<file path="src/common/osc_ctrl_pkg.sv">
// Package: register map, field layout, reset values and encodings for the oscillator control block
package osc_ctrl_pkg;
	// Register byte offsets (APB, one aligned word each)
	localparam logic [7:0]  OFS_OSC_CTRL   = 8'h00;
	localparam logic [7:0]  OFS_CLK_DIV    = 8'h04;
	localparam logic [7:0]  OFS_PLL_FBD    = 8'h08;
	localparam logic [7:0]  OFS_RC_TRIM    = 8'h0C;
	localparam logic [7:0]  OFS_UNLOCK     = 8'h10;
	// Unlock register: bit 0 qualifies high byte, bit 1 low byte
	localparam int          UNLK_HI_BIT    = 0;
	localparam int          UNLK_LO_BIT    = 1;
	// Oscillator control field positions
	localparam int          CUR_SRC_LSB    = 12;
	localparam int          NEW_SRC_LSB    = 8;
	localparam int          LOCK_BIT       = 5;
	localparam int          CFAIL_BIT      = 3;
	localparam int          SEC_EN_BIT     = 1;
	localparam int          SWREQ_BIT      = 0;
	// Clock divisor field positions
	localparam int          RECOVER_BIT    = 15;
	localparam int          RATIO_LSB      = 12;
	localparam int          REDEN_BIT      = 11;
	localparam int          FRCPS_LSB      = 8;
	localparam int          POST_LSB       = 6;
	localparam int          PRE_LSB        = 0;
	// Reset values
	localparam logic [15:0] CLK_DIV_RST    = 16'h3040;
	localparam logic [8:0]  PLL_FBD_RST    = 9'h030;
	localparam logic [5:0]  RC_TRIM_RST    = 6'h00;
	// Timing
	localparam int          SETTLE_CYCLES  = 10;
	localparam logic [3:0]  SETTLE_LAST    = 4'h9;
	// Source encodings
	typedef enum logic [2:0] {
		SRC_FAST     = 3'b000,
		SRC_FAST_PLL = 3'b001,
		SRC_PRI      = 3'b010,
		SRC_PRI_PLL  = 3'b011,
		SRC_SEC      = 3'b100,
		SRC_SLOW_RC  = 3'b101,
		SRC_FAST_D16 = 3'b110,
		SRC_FAST_PS  = 3'b111
	} osc_src_t;
	// Switch sequencer states
	typedef enum logic [1:0] {
		SW_IDLE   = 2'b00,
		SW_START  = 2'b01,
		SW_SETTLE = 2'b10
	} sw_state_t;
endpackage : osc_ctrl_pkg

</file>
<file path="src/rtl/osc_switch_pll_divider_ctrl.sv">
// Oscillator switch, PLL divider and clock ratio control with APB register access
`timescale 1ns/1ps
// Notes on behaviour
// [RULE_01] Interrupt clears reduction enable when recover set
// [RULE_02] Ratio field divides CPU by 2^code
// [RULE_03] Ratio applies only while enable set
// [RULE_04] Fast RC postscaler 1..64, code 7 256
// [RULE_05] PLL postscaler 2,4,reserved,8
// [RULE_06] PLL prescaler equals field plus two
// [RULE_07] Feedback multiplier equals field plus two
// [RULE_08] Trim is two's-complement frequency offset
// [RULE_09] Divisor registers reset only on power-on
// [RULE_10] Config bit one disables switching, monitor
// [RULE_11] Switching disabled: request held zero
// [RULE_12] Software unlocks, writes new source, requests
// [RULE_13] Equal sources abort, clearing request
// [RULE_14] Valid switch clears lock and fail
// [RULE_15] Wait for start-up timer or lock
// [RULE_16] Count ten new-clock cycles before changeover
// [RULE_17] Completion clears request, copies new source
// [RULE_18] Turn off old source, keep exceptions
// [RULE_19] No direct PLL-to-PLL switch; the sequencer does not block one
// [RULE_20] Monitor keeps low-power RC running
// [RULE_21] Failure raises trap, falls to fast RC
// [RULE_22] PLL in use falls to RC-PLL
// [RULE_23] Source field encoding of eight modes
// [RULE_24] Fail flag reads one after failure
// [RULE_25] Lock bit mirrors PLL lock status
// [RULE_26] Control writes need byte unlock first
module osc_switch_pll_divider_ctrl (
	// Clock and resets
	input  wire logic                  mclk,
	input  wire logic                  sys_rst,
	input  wire logic                  por_rst,
	// APB slave
	input  wire logic                  psel,
	input  wire logic                  penable,
	input  wire logic                  pwrite,
	input  wire logic [7:0]            paddr,
	input  wire logic [31:0]           pwdata,
	output logic                       pready,
	output logic [31:0]                prdata,
	output logic                       pslverr,
	// Configuration straps
	input  wire logic                  switch_monitor_cfg,
	input  wire logic [2:0]            initial_source_cfg,
	input  wire logic                  watchdog_on,
	// Events and oscillator status (asynchronous)
	input  wire logic                  irq_event,
	input  wire logic                  pll_locked,
	input  wire logic                  osc_startup_done,
	input  wire logic                  new_clk_tick,
	input  wire logic                  osc_failed,
	// Clock tree controls
	output logic [2:0]                 sys_clk_sel,
	output logic [7:0]                 cpu_div_ratio,
	output logic [8:0]                 fast_rc_div,
	output logic [3:0]                 pll_post_div,
	output logic [5:0]                 pll_pre_div,
	output logic [9:0]                 pll_mult,
	output logic [5:0]                 rc_trim_code,
	// Oscillator enables and trap
	output logic [7:0]                 osc_run_en,
	output logic                       slow_rc_run,
	output logic                       clk_fail_trap
);
	import osc_ctrl_pkg::*;

	////////////////////////////////////////////////////////////////////////////
	// Input synchronisers
	logic [4:0] sync1_q;          // First stage, read only by second
	logic [4:0] sync2_q;          // Safe copies
	logic       tick_prev_q;      // Edge detect of new clock tick
	logic       fail_prev_q;      // Edge detect of failure
	logic       irq_s, lock_s, start_s, tick_s, fail_s;
	always_ff @(posedge mclk) begin
		sync1_q <= {osc_failed, new_clk_tick, osc_startup_done, pll_locked, irq_event};
		sync2_q <= sync1_q;
		tick_prev_q <= sync2_q[3];
		fail_prev_q <= sync2_q[4];
	end
	assign irq_s  = sync2_q[0];
	assign lock_s = sync2_q[1];
	assign start_s = sync2_q[2];
	assign tick_s = sync2_q[3] & ~tick_prev_q;
	assign fail_s = sync2_q[4] & ~fail_prev_q;

	////////////////////////////////////////////////////////////////////////////
	// Helper functions
	// Power-of-two divisor as one-hot in a 9-bit field
	function automatic logic [8:0] rc_div_f(input logic [2:0] code);
		rc_div_f = (code == 3'h7) ? 9'h100 : 9'(9'h001 << code); // [RULE_04]
	endfunction : rc_div_f
	// Source uses the PLL
	function automatic logic uses_pll_f(input logic [2:0] s);
		uses_pll_f = (s == SRC_FAST_PLL) || (s == SRC_PRI_PLL);
	endfunction : uses_pll_f
	// Source is a crystal needing the start-up timer
	function automatic logic needs_timer_f(input logic [2:0] s);
		needs_timer_f = (s == SRC_PRI) || (s == SRC_PRI_PLL) || (s == SRC_SEC);
	endfunction : needs_timer_f

	////////////////////////////////////////////////////////////////////////////
	// APB decode
	logic       wr_en, rd_en;
	logic       hit;               // Mapped address
	assign pready  = 1'b1;          // Zero wait states
	assign wr_en   = psel & penable & pwrite;
	assign rd_en   = psel & penable & ~pwrite;
	assign hit     = (paddr == OFS_OSC_CTRL) || (paddr == OFS_CLK_DIV) || (paddr == OFS_PLL_FBD)
		|| (paddr == OFS_RC_TRIM) || (paddr == OFS_UNLOCK);
	assign pslverr = psel & penable & ~hit;

	////////////////////////////////////////////////////////////////////////////
	// Registers
	logic [15:0] clk_div_q;       // Divisor register
	logic [8:0]  pll_fbd_q;       // Feedback field
	logic [5:0]  trim_q;          // Trim field
	logic [2:0]  cur_src_q;       // Current source
	logic [2:0]  new_src_q;       // Requested source
	logic        swreq_q;         // Switch request
	logic        cfail_q;         // Clock fail flag
	logic        sec_en_q;        // Secondary oscillator enable
	logic        unlk_hi_q;       // High byte qualified
	logic        unlk_lo_q;       // Low byte qualified
	logic        sw_allowed;      // Config permits switching
	sw_state_t   st_q;            // Switch sequencer
	logic [3:0]  settle_q;        // New clock cycle counter
	logic [2:0]  prev_src_q;      // Source being retired
	logic        pll_in_use;
	logic        osc_wr_hi, osc_wr_lo;

	assign sw_allowed = ~switch_monitor_cfg; // [RULE_10]
	assign pll_in_use = uses_pll_f(cur_src_q);
	assign osc_wr_hi  = wr_en && (paddr == OFS_OSC_CTRL) && unlk_hi_q; // [RULE_26]
	assign osc_wr_lo  = wr_en && (paddr == OFS_OSC_CTRL) && unlk_lo_q; // [RULE_26]

	// Divisor, feedback and trim: power-on reset only
	always_ff @(posedge mclk) begin
		if (por_rst) begin // [RULE_09]
			clk_div_q <= CLK_DIV_RST;
			pll_fbd_q <= PLL_FBD_RST;
			trim_q    <= RC_TRIM_RST;
		end else begin
			if (wr_en && paddr == OFS_CLK_DIV) begin
				clk_div_q <= pwdata[15:0] & 16'hFFDF;
			end
			// Interrupt recovery wins over a same-cycle write
			if (clk_div_q[RECOVER_BIT] && irq_s) begin
				clk_div_q[REDEN_BIT] <= 1'b0; // [RULE_01]
			end
			if (wr_en && paddr == OFS_PLL_FBD) begin
				pll_fbd_q <= pwdata[8:0]; // [RULE_07]
			end
			if (wr_en && paddr == OFS_RC_TRIM) begin
				trim_q <= pwdata[5:0]; // [RULE_08]
			end
		end
	end

	// Unlock qualifiers: one write each, consumed by the next control write
	always_ff @(posedge mclk) begin
		if (sys_rst || por_rst) begin
			unlk_hi_q <= 1'b0;
			unlk_lo_q <= 1'b0;
		end else if (wr_en && paddr == OFS_UNLOCK) begin
			unlk_hi_q <= pwdata[UNLK_HI_BIT];
			unlk_lo_q <= pwdata[UNLK_LO_BIT];
		end else if (wr_en && paddr == OFS_OSC_CTRL) begin
			unlk_hi_q <= 1'b0; // [RULE_26]
			unlk_lo_q <= 1'b0;
		end
	end

	////////////////////////////////////////////////////////////////////////////
	// Oscillator control and switch sequencer (power-on reset only)
	// Reset source taken from straps on the first cycle after power-on release
	logic por_seen_q;
	always_ff @(posedge mclk) begin
		if (por_rst) begin
			st_q       <= SW_IDLE;
			por_seen_q <= 1'b0;
			cur_src_q  <= SRC_FAST;
			new_src_q  <= SRC_FAST;
			swreq_q    <= 1'b0;
			cfail_q    <= 1'b0;
			sec_en_q   <= 1'b0;
			settle_q   <= 4'h0;
			prev_src_q <= SRC_FAST;
		end else if (!por_seen_q) begin
			por_seen_q <= 1'b1;
			cur_src_q  <= initial_source_cfg; // [RULE_11]
			new_src_q  <= initial_source_cfg;
		end else begin
			if (osc_wr_hi) begin
				new_src_q <= pwdata[NEW_SRC_LSB +: 3]; // [RULE_12]
			end
			if (osc_wr_lo) begin
				sec_en_q <= pwdata[SEC_EN_BIT];
				if (pwdata[CFAIL_BIT] == 1'b0) begin
					cfail_q <= 1'b0;
				end
				if (sw_allowed && st_q == SW_IDLE && pwdata[SWREQ_BIT]) begin
					swreq_q <= 1'b1;
				end
			end
			if (!sw_allowed) begin
				swreq_q <= 1'b0; // [RULE_11]
				cur_src_q <= initial_source_cfg; // [RULE_11]
			end
			unique case (st_q)
				SW_IDLE: begin
					if (sw_allowed && swreq_q) begin
						if (cur_src_q == new_src_q) begin
							swreq_q <= 1'b0; // [RULE_13]
						end else begin
							cfail_q <= 1'b0; // [RULE_14]
							st_q    <= SW_START;
						end
					end
				end
				SW_START: begin
					// [RULE_15]
					if ((!needs_timer_f(new_src_q) || start_s) && (!uses_pll_f(new_src_q) || lock_s)) begin
						settle_q <= 4'h0;
						st_q     <= SW_SETTLE;
					end
				end
				SW_SETTLE: begin
					if (tick_s) begin
						if (settle_q == SETTLE_LAST) begin // [RULE_16]
							prev_src_q <= cur_src_q;
							cur_src_q  <= new_src_q; // [RULE_17]
							swreq_q    <= 1'b0; // [RULE_17]
							st_q       <= SW_IDLE;
						end else begin
							settle_q <= settle_q + 4'h1;
						end
					end
				end
				// Unused code: fall back to idle rather than hang
				default: begin
					st_q <= SW_IDLE;
				end
			endcase
			// Fail-safe fallback overrides any switch in progress
			if (sw_allowed && fail_s) begin
				cfail_q   <= 1'b1; // [RULE_24]
				cur_src_q <= pll_in_use ? SRC_FAST_PLL : SRC_FAST; // [RULE_21] [RULE_22]
				new_src_q <= pll_in_use ? SRC_FAST_PLL : SRC_FAST;
				swreq_q   <= 1'b0;
				st_q      <= SW_IDLE;
			end
		end
	end

	// Lock status cleared at switch start, else follows the PLL
	logic lock_q;
	always_ff @(posedge mclk) begin
		if (sys_rst || por_rst) begin
			lock_q <= 1'b0;
		end else if (st_q == SW_IDLE && swreq_q && cur_src_q != new_src_q) begin
			lock_q <= 1'b0; // [RULE_14]
		end else begin
			lock_q <= lock_s && (uses_pll_f(cur_src_q) || uses_pll_f(new_src_q)); // [RULE_25]
		end
	end

	// Fail trap pulse
	always_ff @(posedge mclk) begin
		if (sys_rst || por_rst) begin
			clk_fail_trap <= 1'b0;
		end else begin
			clk_fail_trap <= sw_allowed && fail_s; // [RULE_21]
		end
	end

	////////////////////////////////////////////////////////////////////////////
	// Clock tree outputs from flip-flops
	always_ff @(posedge mclk) begin
		if (sys_rst || por_rst) begin
			sys_clk_sel   <= SRC_FAST;
			cpu_div_ratio <= 8'h01;
			fast_rc_div   <= 9'h001;
			pll_post_div  <= 4'h4;
			pll_pre_div   <= 6'h02;
			pll_mult      <= 10'h032;
			rc_trim_code  <= 6'h00;
			osc_run_en    <= 8'h01;
			slow_rc_run   <= 1'b0;
		end else begin
			sys_clk_sel <= cur_src_q; // [RULE_23]
			cpu_div_ratio <= clk_div_q[REDEN_BIT] ? 8'(8'h01 << clk_div_q[RATIO_LSB +: 3]) : 8'h01; // [RULE_02] [RULE_03]
			fast_rc_div <= rc_div_f(clk_div_q[FRCPS_LSB +: 3]); // [RULE_04]
			unique case (clk_div_q[POST_LSB +: 2]) // [RULE_05]
				2'b00: pll_post_div <= 4'h2;
				2'b01: pll_post_div <= 4'h4;
				2'b11: pll_post_div <= 4'h8;
				2'b10: pll_post_div <= 4'h8;
			endcase
			pll_pre_div  <= 6'({1'b0, clk_div_q[PRE_LSB +: 5]} + 6'h02); // [RULE_06]
			pll_mult     <= 10'({1'b0, pll_fbd_q} + 10'h002); // [RULE_07]
			rc_trim_code <= trim_q; // [RULE_08]
			// Current and incoming source run, plus secondary while enabled; old one dropped at changeover [RULE_18]
			osc_run_en <= 8'(8'h01 << cur_src_q) | ((st_q != SW_IDLE) ? 8'(8'h01 << new_src_q) : 8'h00)
				| (sec_en_q ? 8'(8'h01 << SRC_SEC) : 8'h00);
			slow_rc_run <= watchdog_on || sw_allowed; // [RULE_18] [RULE_20]
		end
	end

	////////////////////////////////////////////////////////////////////////////
	// Read mux
	always_ff @(posedge mclk) begin
		if (sys_rst || por_rst) begin
			prdata <= 32'h0000_0000;
		end else if (psel && !penable && !pwrite) begin
			unique case (paddr)
				OFS_OSC_CTRL: prdata <= {16'h0000, 1'b0, cur_src_q, 1'b0, new_src_q, 2'b00, lock_q,
					1'b0, cfail_q, 1'b0, sec_en_q, swreq_q};
				OFS_CLK_DIV:  prdata <= {16'h0000, clk_div_q};
				OFS_PLL_FBD:  prdata <= {23'h000000, pll_fbd_q};
				OFS_RC_TRIM:  prdata <= {26'h0000000, trim_q};
				OFS_UNLOCK:   prdata <= {30'h00000000, unlk_lo_q, unlk_hi_q};
				default:      prdata <= 32'h0000_0000;
			endcase
		end
	end

	////////////////////////////////////////////////////////////////////////////
	// Assertions
	property p_recover_clear;
		@(posedge mclk) disable iff (por_rst) (clk_div_q[RECOVER_BIT] && irq_s) |=> !clk_div_q[REDEN_BIT];
	endproperty
	a_recover_clear: assert property (p_recover_clear) else $error("recover did not clear enable"); // [RULE_01]
	property p_ratio_one;
		@(posedge mclk) disable iff (sys_rst || por_rst) !clk_div_q[REDEN_BIT] |=> cpu_div_ratio == 8'h01;
	endproperty
	a_ratio_one: assert property (p_ratio_one) else $error("ratio not forced 1:1"); // [RULE_03]
	property p_mult;
		@(posedge mclk) disable iff (sys_rst || por_rst) 1'b1 |=> pll_mult == 10'({1'b0, $past(pll_fbd_q)} + 10'h002);
	endproperty
	a_mult: assert property (p_mult) else $error("multiplier wrong"); // [RULE_07]
	property p_disabled_noreq;
		@(posedge mclk) disable iff (por_rst) (switch_monitor_cfg && por_seen_q) |=> !swreq_q;
	endproperty
	a_disabled_noreq: assert property (p_disabled_noreq) else $error("request set while disabled"); // [RULE_11]
	property p_abort;
		@(posedge mclk) disable iff (por_rst) (st_q == SW_IDLE && swreq_q && cur_src_q == new_src_q) |=> !swreq_q;
	endproperty
	a_abort: assert property (p_abort) else $error("redundant switch not aborted"); // [RULE_13]
	property p_start_clear;
		@(posedge mclk) disable iff (por_rst)
			(sw_allowed && st_q == SW_IDLE && swreq_q && cur_src_q != new_src_q && !fail_s) |=> !cfail_q && st_q == SW_START;
	endproperty
	a_start_clear: assert property (p_start_clear) else $error("switch start did not clear fail"); // [RULE_14]
	property p_complete;
		@(posedge mclk) disable iff (por_rst) (st_q == SW_SETTLE && tick_s && settle_q == SETTLE_LAST && !fail_s)
			|=> !swreq_q && cur_src_q == $past(new_src_q);
	endproperty
	a_complete: assert property (p_complete) else $error("switch completion wrong"); // [RULE_17]
	property p_fallback;
		@(posedge mclk) disable iff (por_rst) (sw_allowed && fail_s && por_seen_q)
			|=> cfail_q && cur_src_q == ($past(pll_in_use) ? SRC_FAST_PLL : SRC_FAST);
	endproperty
	a_fallback: assert property (p_fallback) else $error("fail-safe fallback wrong"); // [RULE_22]
	// A crystal must not reach the settle count before its start-up timer
	property p_timer_wait;
		@(posedge mclk) disable iff (por_rst)
			(st_q == SW_START && needs_timer_f(new_src_q) && !start_s) |=> st_q != SW_SETTLE;
	endproperty
	a_timer_wait: assert property (p_timer_wait) else $error("switch skipped start-up wait"); // [RULE_15]
	property p_trap;
		@(posedge mclk) disable iff (sys_rst || por_rst) (sw_allowed && fail_s) |=> clk_fail_trap;
	endproperty
	a_trap: assert property (p_trap) else $error("failure raised no trap"); // [RULE_21]
	// Retired source is switched off unless it is the kept secondary
	property p_old_off;
		@(posedge mclk) disable iff (sys_rst || por_rst)
			(st_q == SW_IDLE && prev_src_q != cur_src_q && !(sec_en_q && prev_src_q == SRC_SEC))
			|=> !osc_run_en[prev_src_q];
	endproperty
	a_old_off: assert property (p_old_off) else $error("retired source still enabled"); // [RULE_18]
endmodule : osc_switch_pll_divider_ctrl

</file>
<file path="config.mk">
export PLATFORM = sky130hd
export DESIGN_NAME = osc_switch_pll_divider_ctrl
export DESIGN_NICKNAME = d
export VERILOG_FILES = /design/src/common/osc_ctrl_pkg.sv /design/src/rtl/osc_switch_pll_divider_ctrl.sv
export SDC_FILE = /design/constraint.sdc
export NUM_CORES = 1
export LEC_CHECK = 0
export ABC_AREA = 1
export BUFFER_PORTS_ARGS = -buffer_cell sky130_fd_sc_hd__buf_2
export CORE_ASPECT_RATIO = 1.5
export CORE_MARGIN = 3
export CORE_UTILIZATION = 48
export CTS_BUF_LIST = sky130_fd_sc_hd__clkbuf_4 sky130_fd_sc_hd__clkbuf_8
export DETAILED_ROUTE_END_ITERATION = 8
export PLACE_DENSITY = 0.8
export RECOVER_POWER = 50
export SLEW_MARGIN = 20
export SYNTH_ARGS = -nofsm -noshare
export SYNTH_HDL_FRONTEND = slang
export SYNTH_SLANG_ARGS = --single-unit
</file>
<file path="constraint.sdc">
create_clock -name mclk -period 1.4 [get_ports mclk]
set_input_delay 0.07 -clock mclk [delete_from_list [all_inputs] [get_ports mclk]]
set_output_delay 0.07 -clock mclk [all_outputs]
set_load 0.05 [all_outputs]
</file>
== Word-level counts from Yosys, hierarchy flattened ==
Index checks and enable logic that the tools add are counted.

* Output and inout port bits: 90
* Logic and storage cells: 172
* Bits of input ports: 56
* Register bits: 149

* Shift operators: 4
* Reduce and logical (&&, ||, !) cells: 49
* Muxes and demuxes: 45
* Add/sub/neg operators: 3
* Eq/ne operators: 28
* Bitwise gates (word level): 12

{| class="wikitable"
|+ Operators with widths
! kind !! number
|-
| 16-bit one-hot mux with 5 select lines || 1
|-
| 3-bit 2-to-1 mux || 9
|-
| 1-bit by 3-bit left shift with 8-bit output, first input constant || 3
|-
| 1-bit 2-to-1 mux || 19
|-
| 1-bit logical AND || 18
|-
| 8-bit by 4-bit == test with 1-bit output, second input constant || 2
|-
| 3-bit != test, second input constant || 5
|-
| 1-bit logical OR || 13
|-
| 2-bit 2-to-1 mux || 6
|-
| 4-bit 2-to-1 mux || 3
|-
| 4-bit one-hot mux with 3 select lines || 1
|-
| 9-bit by 2-bit adder with 10-bit output, second input constant || 1
|-
| 2-bit OR reduction || 5
|-
| 3-bit by 2-bit == test with 1-bit output, second input constant || 3
|-
| 9-bit 2-to-1 mux || 1
|-
| 1-bit by 3-bit left shift with 9-bit output, first input constant || 1
|-
| 8-bit by 3-bit == test with 1-bit output, second input constant || 1
|-
| 8-bit by 5-bit == test with 1-bit output, second input constant || 1
|-
| 8-bit zero test || 1
|-
| 8-bit 2-to-1 mux || 1
|-
| 8-bit by 5-bit OR with 8-bit output || 1
|-
| 8-bit OR || 1
|-
| 4-bit one-hot mux with 2 select lines || 1
|-
| 5-bit by 2-bit adder with 6-bit output, second input constant || 1
|-
| other kinds (21) || 42
|}

== Longest topological paths before layout ==
* Depth after elaboration: 10
* Mapped depth: 12
* Depth with buffers taken out: 11

== Least setup slack after synthesis ==
No wires, ideal clock.

* Path type: input to output
* From: input paddr[5]
* To: output pslverr
* Path slack: -842 ps
* Path buffers: 1
* Stages on the path: 7
* Data arrival time: 2172 ps
* Path through: nor2_1 > nand2_1 > nor2_4 > nand2_1 > buf_2 > nand2_1 > nor4_1

* Word-level cells in the longest chain between the ends: 7
* Elaborated cells between the ends (all ways): 11

{| class="wikitable"
|+ RTL lines
! what !! line !! source
|-
| start, declared || osc_switch_pll_divider_ctrl.sv:39 || <nowiki>input wire logic [7:0] paddr,</nowiki>
|-
| 8-bit by 3-bit == test with 1-bit output / 8-bit zero test (equally long branches) || osc_switch_pll_divider_ctrl.sv:110 || <nowiki>assign hit = (paddr == OFS_OSC_CTRL) || (paddr == OFS_CLK_DIV) || (paddr == OFS_PLL_FBD)</nowiki>
|-
| 1-bit logical OR (2 in a row) || osc_switch_pll_divider_ctrl.sv:110 ||
|-
| 1-bit logical OR || osc_switch_pll_divider_ctrl.sv:111 || <nowiki>|| (paddr == OFS_RC_TRIM) || (paddr == OFS_UNLOCK);</nowiki>
|-
| 1-bit logical OR * || osc_switch_pll_divider_ctrl.sv:111 ||
|-
| 1-bit NOT * || osc_switch_pll_divider_ctrl.sv:112 || <nowiki>assign pslverr = psel & penable & ~hit;</nowiki>
|-
| 1-bit AND * || osc_switch_pll_divider_ctrl.sv:112 ||
|-
| end, declared || osc_switch_pll_divider_ctrl.sv:43 || <nowiki>output logic pslverr,</nowiki>
|}

Every way passes the cells marked *; elsewhere a longest branch is shown, timed or not.

== Final worst setup path ==
* From: register settle_q[2]
* To: register settle_q[2]

* Word-level cells in the longest chain between the ends: 4
* Elaborated cells between the ends (all ways): 7

{| class="wikitable"
|+ RTL lines
! what !! line !! source
|-
| start, declared || osc_switch_pll_divider_ctrl.sv:128 || <nowiki>logic [3:0] settle_q;</nowiki>
|-
| start signal, assigned || osc_switch_pll_divider_ctrl.sv:237 || <nowiki>settle_q <= settle_q + 4'h1;</nowiki>
|-
| 4-bit by 1-bit adder with 4-bit output || osc_switch_pll_divider_ctrl.sv:237 ||
|-
| 4-bit 2-to-1 mux || osc_switch_pll_divider_ctrl.sv:231 || <nowiki>if (settle_q == SETTLE_LAST) begin</nowiki>
|-
| 4-bit 2-to-1 mux || osc_switch_pll_divider_ctrl.sv:230 || <nowiki>if (tick_s) begin</nowiki>
|-
| 4-bit one-hot mux with 2 select lines || osc_switch_pll_divider_ctrl.sv:211 || <nowiki>unique case (st_q)</nowiki>
|}

Several ways; a longest one is shown, not always the timed one. The select of a mux whose other input is x is not followed.
A chain may end at the register's enable or synchronous reset.

==> implementation parameters <==
Parameter                              Value

Worst setup path
  Category of cells accounting for the largest share of critical-path delay ... flip-flops
  Critical path, cell by cell ... nor2_4, nand2_4, a31oi_1, nor2_2, buf_4, nand4_1, a21oi_2
  Type of the worst setup path ... reg2reg
  Delay of the slowest cell on the worst path ... about 0.46 ns
  Type of origin of the critical path ... register
  Buf/Inv on CP ... 1
  Worst endpoint required time ... 1.77 ns
  Worst reg-to-reg path cell count ... 7
  CP max stage cell ... dfxtp_1
  Arrival @ worst endpoint ... roughly 1.8 ns
  Number of cells on the critical path ... 7
  Type of destination of the critical path ... register
  CP Max Fanout ... 4

GRT
  All-Layer GR Usage ... 0.228
  Global route overflow ... 0
  Initial antenna violation count ... 0
  Wire length of the first global-routing pass ... roughly 22 mm
  Via count of the first global-routing pass ... around 4800
  Largest net degree at the start of global routing ... 25

Final layout
  Final-stage net count ... roughly 890
  Ant. Diodes ... 0
  Multi-input gate area ... about 2200 µm²
  Total area of sequential cells ... between 2000 and 3000 µm²
  Post-route standard cell area excluding fillers ... ~6800 µm²
  Share of post-route cells with drive strength above 1 ... 0.298
  Signed area change from the synthesized netlist to the final layout ... 33.7%
  Fill cell instance count of the final layout ... 871

Floorplanning
  Die H ... between 100 and 150 µm
  Number of placed I/O pins ... between 100 and 150
  Width of the chip ... approximately 90 µm
  Effective utilization at floorplan ... 0.499
  Row Count ... 45
  Core area ... slightly above 10000 µm²
  Die Area ... 12000 µm²

Routing
  Routed wire length on met2 ... ~7.6 mm
  Routed via count ... 4910
  Iteration count of the initial detailed-routing pass ... 6
  Number of routed nets with antenna violations ... 0
  Wl on met1 ... between 5 and 6 mm
  Max layer used ... met4
  Met3 WL ... 671 µm
  Post-detailed-route wirelength per cell ... approximately 14 µm
  Detailed Route Iter0 Violations ... ~330
  Routed wire length ... about 14 mm
  DRC ... 0
  Drt via density ... about 5

Power and ir drop
  Overall Power ... approximately 7.9 mW
  Power density over the cells ... around 1200 nW/µm²
  Internal power component ... ~5.8 mW
  VDD IR-drop max ... just under 0.7 mV
  Net switching power of the design ... 2.18 mW
  Static leakage power ... 3.01 nW
  Logic pwr share ... 0.116
  Proportion of power drawn by the clock network ... 0.396
  Share of power burned in registers ... 0.488
  Switch share ... 0.275

STA
  Aggregate negative setup slack ... 0 ns
  Fmax ... 717 MHz
  Final Hold Violating Endpoints ... 0
  Worst hold margin ... approximately 0.050 ns
  Period minus WS final ... about 1.4 ns
  Final setup violating endpoints ... 0
  Final setup margin ... 0.00615 ns
  Tightest Pin Transition ... 0.558 ns
  Fraction of the cycle the final worst path needs ... 0.996
  Setup repair after global routing missed its margin ... yes
  Clock skew after layout ... ~0.0090 ns
  Worst slew slack as a fraction of its limit ... 0.628
  Number of pins with negative max-slew slack in the final report ... 0

Status
  Status ... completed

Clock tree
  CTS sink count ... about 130
  Clock tree from TritonCTS ... built
  Clock latency on the worst-skew pair ... 0.44 ns
  Clock Root Buffer ... clkbuf_8
  Post-CTS clock slew at the launch and capture registers of the worst setup and hold paths ... approximately 0.080 ns
  Max Root-Sink Buffers ... 2
  Clock buffers created by TritonCTS ... 17
  Max H-tree Level ... 4

Place
  Placed cell area ... 6010 µm²
  Pre-CTS setup slack ... -0.0963 ns
  DP HPWL ... roughly 10 mm
  Final GP Congestion ... roughly 0.95
  Port bufs ... around 110

Logic synthesis
  Yosys Warn Count ... 0
  Cell type with the highest aggregate area in the netlist ... dfxtp_1
  Area contributors post-synth ... dfxtp_1 52%, nand2_1 8.9%, a21oi_1 5.8%
  Register bit total from synthesis ... about 130
  Proportion of synthesized chip area in sequential cells ... 0.517
  Gate count of the mapped netlist ... 652
  Per-instance average area after synthesis ... around 8 µm²
  Portion of synthesized cell area occupied by the leading cell type ... 0.517
  Cell area after synthesis ... about 5000 µm²
  Unique cell type count in the Yosys netlist ... 33

Min path
  Class of the tightest hold or removal check ... in2reg
  Cell count of the worst hold path ... 5

Flow run
  Max-cap violations ... 0
[synthesized netlist by cell type]
cell and n:
a21oi_1 59, a31oi_1 4, a32oi_1 3, buf_1 1, buf_2 10, buf_4 18
clkbuf_1 11, clkbuf_2 1, conb_1 2, dfxtp_1 132, ha_1 4, inv_1 67
inv_2 10, nand2_1 121, nand2_2 3, nand3_1 30, nand4_1 1, nor2_1 71
nor2_2 1, nor2_4 4, nor3_1 14, nor3_2 2, nor3_4 1, nor4_1 3
o211ai_1 12, o21ai_0 44, o21ai_1 6, o221ai_1 1, o22ai_1 7, o311ai_0 1
o31ai_1 2, xnor2_1 3, xor2_1 3
[layer usage]
metal | up-vias | GRT usage
li1 | 2435 | -
met1 | 2254 | 0.231
met2 | 175 | 0.433
met3 | 46 | 0.0560
met4 | 0 | 0.108
met5 | - | 0
[layout by cell type, fill, tap and decap left out, types with 19 or more instances in the layout]
cell | netlist | layout
nand3_1 | 30 | 28
dlygate4sd3_1 | 0 | 27
buf_2 | 10 | 55
conb_1 | 2 | 19
o21ai_0 | 44 | 41
buf_4 | 18 | 36
dfxtp_1 | 132 | 122
a21oi_1 | 59 | 54
nor2_1 | 71 | 65
nand2_1 | 121 | 113
clkbuf_2 | 1 | 56
inv_1 | 67 | 60
[final timing paths]
path / slack, ns / endpoint / startpoint
hold / removal: 0.05 / prdata[0] / penable
setup / recovery: 0.006 / settle_q[2] / settle_q[2]
hold reg to reg: 0.33 / sync2_q[4] / sync1_q[4]
setup reg to reg: 0.006 / settle_q[2] / settle_q[2]
[timing repair]
| action | 4_1_cts | 5_1_grt |
|---|---|---|
| hold buffers | 27 | 0 |
| pin swaps | 2 | 14 |
| buffers inserted | 1 | 1 |
| endpoints found under the hold margin | 44 | 0 |
| endpoints found under the setup margin | 7 | 18 |
| gates resized for setup | 8 | 60 |
| gates cloned | 0 | 0 |
[logic make-up after synthesis]
logic type	Yosys count	synth area share
flops	132	0.517
xor+xnor	6	0.0103
fa+ha+maj	4	0.00979
compound gates	139	0.149
buf+inv	118	0.103
other cells	2	0.00147
simple gates	251	0.210
[power groups by stage]
| stage | Sequential (mW) | Combinational [mW] | Clock, mW |
|---|---|---|---|
| 6_report | 3.87 | 0.920 | 3.14 |
| 5_1_grt | 3.88 | 0.984 | 3.36 |
| 4_1_cts | 3.85 | 0.836 | 3.17 |
| 3_5_place_dp | 3.94 | 0.766 | 0 |
| 3_3_place_gp | 3.94 | 0.756 | 0 |
| 2_1_floorplan | 3.97 | 0.472 | 0 |
[final cells by class]
type / instances / share of cell area
Multi-Input combinational cell: 419 / 0.317
Sequential cell: 132 / 0.389
Inverter: 77 / 0.0423
Timing Repair Buffer: 181 / 0.168
Clock inverter: 15 / 0.0229
Clock buffer: 17 / 0.0342
Tap cell: 141 / 0.0258
[worst reg2reg max path, delay by kind of cell (launching register included)]
kind                   cells  cell delay (ns)
AOI/OAI and AO/OA          2             0.28
DFF                        1             0.46
and+or+nand+nor            4             0.45
buffers and inverters      1             0.14
[per-stage QoR]
step	instances	utilization
after floorplan	669	-
after global placement	921	0.586
after detailed placement	921	0.586
after CTS	981	0.653
after global routing	982	0.667
final	982	0.667
[sequential cells by signal (all words and copies together) (netlist names), 6 cells and up]
name           count
clk_div_q         15
cpu_div_ratio      8
fast_rc_div        9
osc_run_en         8
pll_fbd_q          9
pll_mult          10
pll_pre_div        6
prdata            16
rc_trim_code       6
trim_q             6
Power figures use the tool's default switching activity.
